## config.mk

```make
export PLATFORM = sky130hd
export DESIGN_NAME = status_led_mode_logic
export DESIGN_NICKNAME = d
export VERILOG_FILES = /design/src/hw/status_led_pkg.sv /design/src/hw/led_status_if.sv /design/src/hw/status_led_mode_logic.sv /design/src/hw/led_blink_timer.sv
export VERILOG_INCLUDE_DIRS = /design/src /design/src/hw
export SDC_FILE = /design/constraint.sdc
export NUM_CORES = 1
export LEC_CHECK = 0
export BUFFER_PORTS_ARGS = -buffer_cell sky130_fd_sc_hd__buf_2
export CAP_MARGIN = 0
export CELL_PAD_IN_SITES_DETAIL_PLACEMENT = 0
export CELL_PAD_IN_SITES_GLOBAL_PLACEMENT = 1
export CORE_AREA = 2 2 64 72
export CTS_CLUSTER_DIAMETER = 100
export DETAILED_ROUTE_END_ITERATION = 12
export DIE_AREA = 0 0 66 74
export GPL_TIMING_DRIVEN = 0
export MAX_ROUTING_LAYER = met4
export PLACE_DENSITY_LB_ADDON = 0.1
export REMOVE_ABC_BUFFERS = 1
export SYNTH_ARGS = -nofsm -noshare
export SYNTH_HDL_FRONTEND = slang
export SYNTH_SLANG_ARGS = --single-unit
```

## constraint.sdc

```tcl
create_clock -name i_ref_clk -period 2.1 [get_ports i_ref_clk]
set_input_delay 0.42 -clock i_ref_clk [delete_from_list [all_inputs] [get_ports i_ref_clk]]
set_output_delay 0.42 -clock i_ref_clk [all_outputs]
set_load 0.02 [all_outputs]
```

## src/hw/status_led_regs.svh

```systemverilog
`ifndef STATUS_LED_REGS_SVH
`define STATUS_LED_REGS_SVH

// blink half period in ms and its cycle count at 200 MHz
`define LED_CLK_HZ          200000000
`define LED_BLINK_HALF_MS   50
`define LED_BLINK_HALF_CYC  ((`LED_CLK_HZ / 1000) * `LED_BLINK_HALF_MS)
// mode field reset value (mode 1)
`define LED_MODE_RESET      2'h1

`endif

```

## src/hw/status_led_pkg.sv

```systemverilog
package status_led_pkg;
  typedef enum logic [1:0] {
    MODE_NONE = 2'h0,
    MODE_ONE  = 2'h1,
    MODE_TWO  = 2'h2,
    MODE_THREE = 2'h3
  } led_mode_t;

  // per-lamp selection of driver for direct control
  typedef struct packed {
    logic link;
    logic speed;
    logic activity;
  } led_bits_t;
endpackage : status_led_pkg

```

## src/hw/led_status_if.sv

```systemverilog
`timescale 1ns/100ps
// transceiver status, unsynchronised, and blink phase, bundled inside the mode logic
interface led_status_if;
  logic link_good;
  logic speed_100;
  logic full_duplex;
  logic collision;
  logic activity;
  logic blink_phase;
  modport producer (output link_good, output speed_100, output full_duplex,
                    output collision, output activity, output blink_phase);
  modport consumer (input link_good, input speed_100, input full_duplex,
                    input collision, input activity, input blink_phase);
endinterface : led_status_if

```

## src/hw/status_led_mode_logic.sv

```systemverilog
`timescale 1ns/100ps
`include "status_led_regs.svh"
// Summary of operation
// - three lamp outputs follow one of three modes, two picked by strap and the third by control input.
// - in mode 1 the link lamp is steadily lit while link is good, with no blinking.
// - in modes 2 and 3 the link lamp is lit on good link and blinks while transmit or receive is active.
// - the speed lamp is lit at 100 Mb/s and dark at 10 Mb/s in every mode.
// - in mode 1 the third lamp is lit on transmit or receive activity.
// - in mode 2 the third lamp shows collision.
// - in mode 3 the third lamp is lit for full duplex.
// - the lamp pins double as event pins 5 to 7; direct control turns the lamp functions off.
module status_led_mode_logic
  import status_led_pkg::*;
#(
  parameter int unsigned BLINK_HALF_CYCLES = `LED_BLINK_HALF_CYC
) (
  // clock and reset
  input  wire logic       i_ref_clk,
  input  wire logic       i_rstn,
  // strap and mode configuration
  input  wire logic       i_mode_strap,
  input  wire logic       i_mode3_sel,
  // direct control: lamps off, event pins own the pads
  input  wire logic [2:0] i_indicator_direct_control,
  // event pin drive from event logic
  input  wire logic       i_event_pin_5,
  input  wire logic       i_event_pin_6,
  input  wire logic       i_event_pin_7,
  input  wire logic       i_event_oe_5,
  input  wire logic       i_event_oe_6,
  input  wire logic       i_event_oe_7,
  // transceiver core status (same clock)
  input  wire logic       i_link_good,
  input  wire logic       i_speed_100,
  input  wire logic       i_full_duplex,
  input  wire logic       i_collision,
  input  wire logic       i_tx_active,
  input  wire logic       i_rx_active,
  // lamp pads
  output logic            o_link_indicator_out,
  output logic            o_speed_indicator_out,
  output logic            o_activity_indicator_out,
  output logic            o_link_indicator_oe,
  output logic            o_speed_indicator_oe,
  output logic            o_activity_indicator_oe,
  // current mode
  output led_mode_t       o_mode
);
  // pad index order: activity, speed, link, matching event pins 5, 6, 7
  localparam int unsigned PADS      = 3;
  localparam int unsigned PAD_ACT   = 0;
  localparam int unsigned PAD_SPEED = 1;
  localparam int unsigned PAD_LINK  = 2;

  led_status_if st ();

  // strap pin chain
  logic            strap_meta_reg;
  logic            strap_sync_reg;
  logic            strap_hold_reg;
  logic            strap_level_reg;
  // mode state
  logic            strap_taken_reg;
  led_mode_t       strap_mode_reg;
  led_mode_t       mode_reg;
  led_mode_t       mode_next;
  // lamp decode and pad drive
  led_bits_t       lamp_next;
  led_bits_t       off_bits;
  wire  [PADS-1:0] lamp_vec;
  wire  [PADS-1:0] off_vec;
  wire  [PADS-1:0] event_data_vec;
  wire  [PADS-1:0] event_oe_vec;
  wire  [PADS-1:0] pad_out_vec;
  wire  [PADS-1:0] pad_oe_vec;

  function automatic led_mode_t strap_decode(input logic level);
    return level ? MODE_TWO : MODE_ONE;
  endfunction : strap_decode

  // strap is a pin; a change counts once stages two and three agree
  always_ff @(posedge i_ref_clk) begin
    strap_meta_reg <= i_mode_strap;
    strap_sync_reg <= strap_meta_reg;
    strap_hold_reg <= strap_sync_reg;
  end

  // no reset, so the chain fills while reset is held; hold reset four clocks or more
  always_ff @(posedge i_ref_clk) begin
    if (strap_sync_reg == strap_hold_reg) begin
      strap_level_reg <= strap_hold_reg;
    end
  end

  // strap taken once per reset; later pin moves cannot shift the mode
  always_ff @(posedge i_ref_clk) begin
    if (!i_rstn) begin
      strap_taken_reg <= 1'h0;
      strap_mode_reg  <= led_mode_t'(`LED_MODE_RESET);
    end else if (!strap_taken_reg) begin
      strap_taken_reg <= 1'h1;
      strap_mode_reg  <= strap_decode(strap_level_reg);
    end
  end

  always_comb begin
    mode_next = mode_reg;
    if (!strap_taken_reg) begin
      mode_next = strap_decode(strap_level_reg);
    end else if (i_mode3_sel) begin
      mode_next = MODE_THREE;
    end else begin
      mode_next = strap_mode_reg;
    end
  end

  always_ff @(posedge i_ref_clk) begin
    if (!i_rstn) begin
      mode_reg <= led_mode_t'(`LED_MODE_RESET);
    end else begin
      mode_reg <= mode_next;
    end
  end

  // core status already on i_ref_clk, so no synchroniser
  assign st.link_good   = i_link_good;
  assign st.speed_100   = i_speed_100;
  assign st.full_duplex = i_full_duplex;
  assign st.collision   = i_collision;
  assign st.activity    = i_tx_active | i_rx_active;

  // timer idles while quiet, so every burst starts with the lamp lit
  led_blink_timer #(
    .HALF_CYCLES (BLINK_HALF_CYCLES)
  ) u_blink (
    .i_ref_clk (i_ref_clk),
    .i_rstn    (i_rstn),
    .i_run     (st.activity),
    .o_phase   (st.blink_phase)
  );

  // with link good, the link lamp goes dark only in modes 2 and 3, on the odd blink phase while traffic runs
  function automatic led_bits_t lamps(input led_mode_t m, input logic lk, input logic sp,
                                      input logic fd, input logic col, input logic act,
                                      input logic ph);
    led_bits_t b;
    b.speed = sp;
    case (m)
      MODE_ONE: begin
        b.link     = lk;
        b.activity = act;
      end
      MODE_TWO: begin
        b.link     = lk & ~(act & ph);
        b.activity = col;
      end
      MODE_THREE: begin
        b.link     = lk & ~(act & ph);
        b.activity = fd;
      end
      default: begin
        b.link     = 1'h0;
        b.activity = 1'h0;
      end
    endcase
    return b;
  endfunction : lamps

  always_comb begin
    lamp_next = lamps(mode_reg, st.link_good, st.speed_100, st.full_duplex,
                      st.collision, st.activity, st.blink_phase);
  end

  assign off_bits                  = led_bits_t'(i_indicator_direct_control);
  assign lamp_vec[PAD_LINK]        = lamp_next.link;
  assign lamp_vec[PAD_SPEED]       = lamp_next.speed;
  assign lamp_vec[PAD_ACT]         = lamp_next.activity;
  assign off_vec[PAD_LINK]         = off_bits.link;
  assign off_vec[PAD_SPEED]        = off_bits.speed;
  assign off_vec[PAD_ACT]          = off_bits.activity;
  assign event_data_vec[PAD_LINK]  = i_event_pin_7;
  assign event_data_vec[PAD_SPEED] = i_event_pin_6;
  assign event_data_vec[PAD_ACT]   = i_event_pin_5;
  assign event_oe_vec[PAD_LINK]    = i_event_oe_7;
  assign event_oe_vec[PAD_SPEED]   = i_event_oe_6;
  assign event_oe_vec[PAD_ACT]     = i_event_oe_5;

  // one registered stage per pad; event logic owns a pad once its lamp is off
  for (genvar p = 0; p < PADS; p++) begin : g_pad
    logic out_next;
    logic oe_next;
    logic out_reg;
    logic oe_reg;

    assign out_next = off_vec[p] ? event_data_vec[p] : lamp_vec[p];
    assign oe_next  = off_vec[p] ? event_oe_vec[p] : 1'h1;

    always_ff @(posedge i_ref_clk) begin
      if (!i_rstn) begin
        out_reg <= 1'h0;
        oe_reg  <= 1'h1;
      end else begin
        out_reg <= out_next;
        oe_reg  <= oe_next;
      end
    end

    assign pad_out_vec[p] = out_reg;
    assign pad_oe_vec[p]  = oe_reg;
  end

  // lamp pads
  assign o_link_indicator_out     = pad_out_vec[PAD_LINK];
  assign o_speed_indicator_out    = pad_out_vec[PAD_SPEED];
  assign o_activity_indicator_out = pad_out_vec[PAD_ACT];
  assign o_link_indicator_oe      = pad_oe_vec[PAD_LINK];
  assign o_speed_indicator_oe     = pad_oe_vec[PAD_SPEED];
  assign o_activity_indicator_oe  = pad_oe_vec[PAD_ACT];

  assign o_mode = mode_reg;
endmodule : status_led_mode_logic

```

## src/hw/led_blink_timer.sv

```systemverilog
`timescale 1ns/100ps
`include "status_led_regs.svh"
module led_blink_timer
  import status_led_pkg::*;
#(
  parameter int unsigned HALF_CYCLES = `LED_BLINK_HALF_CYC
) (
  // clock and reset
  input  wire logic i_ref_clk,
  input  wire logic i_rstn,
  // control
  input  wire logic i_run,
  // output
  output logic      o_phase
);
  localparam int W = $clog2(HALF_CYCLES + 1);
  logic [W-1:0] cnt_reg;

  // divider runs only while i_run is high; phase restarts lit so activity shows at once
  always_ff @(posedge i_ref_clk) begin
    if (!i_rstn || !i_run) begin
      cnt_reg <= '0;
      o_phase <= 1'b0;
    end else if (cnt_reg == W'(HALF_CYCLES - 1)) begin
      cnt_reg <= '0;
      o_phase <= ~o_phase;
    end else begin
      cnt_reg <= cnt_reg + W'(1);
    end
  end
endmodule : led_blink_timer

```

==> results.sh <==
export IMPL_grt_antenna_before_repair=0
export IMPL_maxSlewHeadroom_pct=70.4
export IMPL_post_route_worst_setup_slack_ns=0.175
export IMPL_hpwl_um=2530
export IMPL_unrepaired_setup_endpoints_after_global_routing="false"
export IMPL_die_height_um=74
export IMPL_synth_enable_flop_cells=1
export IMPL_path_clk_slew_ns=0.08
export IMPL_synth_distinct_cells=40
export IMPL_ant_nets=0
export IMPL_internal_power_uw=1300
export IMPL_cell_area_placed_um2=1870
export IMPL_effective_utilization_at_floorplan_pct=40.8
export IMPL_clock_fmax_mhz=520
export IMPL_final_core_util_pct=49.6
export IMPL_boundaryPins=27
export IMPL_finalHoldViolCount=0
export IMPL_synth_top_cell_area_share_pct=45.7
export IMPL_flow_area_growth_from_synthesis_pct=21.5
export IMPL_largest_register_ffs=24
export IMPL_stdcell_area_um2=2080
export IMPL_clock_latency_ns=0.29
export IMPL_via_count_of_the_first_global_routing_pass=1375
export IMPL_die_width_um=66
export IMPL_nets=232
export IMPL_num_cts_buffers=5
export IMPL_worstPathRequired_ns=2.33
export IMPL_power_density_nw_per_um2=784
export IMPL_power_switching_fraction_pct=20.0
export IMPL_grtUsageMet1_pct=19.4
export IMPL_hold_class="input pin to flip-flop"
export IMPL_gp_routability_congestion=0.743
export IMPL_use_met2_pct=29.3
export IMPL_leakage_uw=0.000700
export IMPL_timing_critical_path_fanout_max=6
export IMPL_grt_busiest_layer="met2"
export IMPL_critical_path_cell_by_cell="ha_1 > nand2_1 > or4_4 > or3_1 > a21oi_1"
export IMPL_synth_async_reset_ratio_pct=0
export IMPL_syn_instance_count=181
export IMPL_cts_root_buffer_cell="sky130_fd_sc_hd__clkbuf_8"
export IMPL_ys_ff_latch=40
export IMPL_run_status="finished, final reports clean"
export IMPL_fillCellCount=419
export IMPL_power_sequential_fraction_pct=48.8
export IMPL_clk_path_buf_depth=2
export IMPL_pre_cts_ws_ns=-0.481
export IMPL_die_area_um2=4880
export IMPL_cts_hold_buffers=0
export IMPL_synth_ff_type="sky130_fd_sc_hd__dfxtp_1"
export IMPL_ys_warnings_count=0
export IMPL_arrival_time_at_the_worst_endpoint_ns=2.16
export IMPL_fin_crit_sh_pct=91.6
export IMPL_max_cap_viol_count=0
export IMPL_vdd_ir_drop_worst_mv=0.312
export IMPL_grt_overflow=0
export IMPL_largest_net_degree_at_the_start_of_global_routing=14
export IMPL_post_synth_top_count_cell="sky130_fd_sc_hd__dfxtp_1"
export IMPL_post_drt_via_cell_ratio=5.55
export IMPL_synth_seq_area_share_pct=47.4
export IMPL_placement_rows=25
export IMPL_yosys_top_cells_area="sky130_fd_sc_hd__dfxtp_1 (46%), sky130_fd_sc_hd__xnor2_1 (3.6%), sky130_fd_sc_hd__nand3_1 (3.2%)"
export IMPL_netlist_area_before_placement_um2=1710
export IMPL_avgRoutedWirePerCell_um=14.0
export IMPL_drt_pass1_iter_count=4
export IMPL_cts_tree="built"
export IMPL_vias=1482
export IMPL_core_um2=4190
export IMPL_placed_cells_incl_taps=255
export IMPL_initialDrtViolationCount=68
export IMPL_post_route_drc_count=0
export IMPL_grt_first_pass_wirelength_um=6310
export IMPL_finalMaxSlewViolations=0
export IMPL_timing_setup_critical_path_class="flip-flop to flip-flop"
export IMPL_worst_slew_pin_transition_ns=0.440
export IMPL_numPortBuffers=26
export IMPL_final_number_of_setup_violating_endpoints=0
export IMPL_globalRouteTotalUtil_pct=17.4
export IMPL_combPwrFrac_pct=5.8
export IMPL_clock_tree_htree_level_count=2
export IMPL_register_area_um2=811
export IMPL_switchingPower_uw=325
export IMPL_tritoncts_num_sinks=40
export IMPL_worst_setup_path_start_kind="flip-flop"
export IMPL_critPathSlowestCell="sky130_fd_sc_hd__or4_4"
export IMPL_skew_ns=0.00598
export IMPL_synth_area_per_cell_um2=9.44
export IMPL_share_clk_of_total_power_pct=45.3
export IMPL_setup_tns_final_ns=0
export IMPL_drt_wl_total_um=3730
export IMPL_cp_max_stage_delay_ns=0.60
export IMPL_setup_worst_path_end_class="flip-flop"
export IMPL_gr_usage_met3_pct=4.39
export IMPL_diodes=0
export IMPL_yosys_area_top_type="sky130_fd_sc_hd__dfxtp_1"
export IMPL_post_synth_most_frequent_cells="sky130_fd_sc_hd__dfxtp_1 (39), sky130_fd_sc_hd__nor2_1 (14), sky130_fd_sc_hd__nand3_1 (11), sky130_fd_sc_hd__a21oi_1 (10), sky130_fd_sc_hd__o21ai_0 (10)"
export IMPL_area_used_by_multi_input_combinational_logic_um2=877
export IMPL_period_needed_ns=1.92
export IMPL_final_instance_count_without_filler_cells=267
export IMPL_drive_gt1_share_pct=23.9
-- worst max-delay path: cells and delay by family (launching register included) --
kind | cells | cell delay [ns]
simple gates | 3 | 1.07
flops | 1 | 0.42
fa+ha+maj | 1 | 0.25
compound gates | 1 | 0.13
-- power by group through the flow --
stage | clock network [uW] | registers (uW) | logic [uW]
finish | 739 | 795 | 95.2
global route | 785 | 799 | 105
CTS | 752 | 795 | 84.7
detailed placement | 0 | 814 | 79.7
global placement | 0 | 812 | 77.4
floorplan | 0 | 822 | 31.8
-- final cells by class --
cell class	instances	share of cell area, %
Tap cell	54	3.25
Clock buffer	6	3.49
Clock inverter	2	2.89
Multi-Input combinational cell	133	42.2
Inverter	3	0.542
Sequential cell	40	39.0
Timing Repair Buffer	29	8.55
-- layer usage --
layer | up-vias | part of all wire [%]
li1 | 734 | -
met1 | 693 | 42
met2 | 47 | 50
met3 | 8 | 6.6
met4 | 0 | 1.8
met5 | - | 0
-- layout by cell type (no fill, tap or decap), types with 3 or more instances in the layout --
master,netlist,routed
sky130_fd_sc_hd__dfxtp_1,39,39
sky130_fd_sc_hd__buf_2,2,26
sky130_fd_sc_hd__nor2_1,14,14
sky130_fd_sc_hd__nand3_1,11,11
sky130_fd_sc_hd__o21ai_0,10,10
sky130_fd_sc_hd__a21oi_1,10,10
sky130_fd_sc_hd__nand2_1,9,9
sky130_fd_sc_hd__or3_1,8,8
sky130_fd_sc_hd__o31ai_1,7,7
sky130_fd_sc_hd__xnor2_1,7,7
sky130_fd_sc_hd__nor4_1,5,5
sky130_fd_sc_hd__nand4_1,5,5
sky130_fd_sc_hd__or4_4,4,5
sky130_fd_sc_hd__xor2_1,5,5
sky130_fd_sc_hd__clkbuf_8,0,5
sky130_fd_sc_hd__a21oi_2,4,4
sky130_fd_sc_hd__nor2b_1,4,4
sky130_fd_sc_hd__nand3b_1,4,4
sky130_fd_sc_hd__and2_1,3,3
sky130_fd_sc_hd__or4_1,4,3
sky130_fd_sc_hd__inv_1,3,3
-- logic make-up after synthesis --
family                   synth area share (%)
buffers and inverters                    3.00
adder cells (fa/ha/maj)                 0.732
AO/OA/AOI/OAI                            13.8
flip-flops                               47.4
XOR/XNOR                                 6.15
multiplexers                            0.586
AND/OR/NAND/NOR                          28.3
-- what timing repair did --
| action | CTS | global route |
|---|---|---|
| buffers inserted | 0 | 3 |
| pin swaps | 0 | 2 |
| endpoints found under the hold margin | 0 | 0 |
| setup endpoints to repair | 24 | 25 |
| gates resized for setup | 2 | 1 |
| cloned | 1 | 0 |
-- stage by stage --
stage | power [uW] | hold WS, ns
floorplan | 854 | 0.310
global placement | 889 | 0.313
detailed placement | 893 | 0.321
CTS | 1630 | 0.217
global route | 1690 | 0.211
finish | 1630 | 0.220
-- final timing paths --
kind	end	start	cells past startpoint	slack [ns]
min	strap_meta_reg	i_mode_strap	1	0.22
min reg2reg	strap_sync_reg	strap_meta_reg	0	0.34
max reg2reg	u_blink.o_phase	u_blink.cnt_reg[0]	5	0.18
max	u_blink.o_phase	u_blink.cnt_reg[0]	5	0.18
Power figures use the tool's default switching activity.
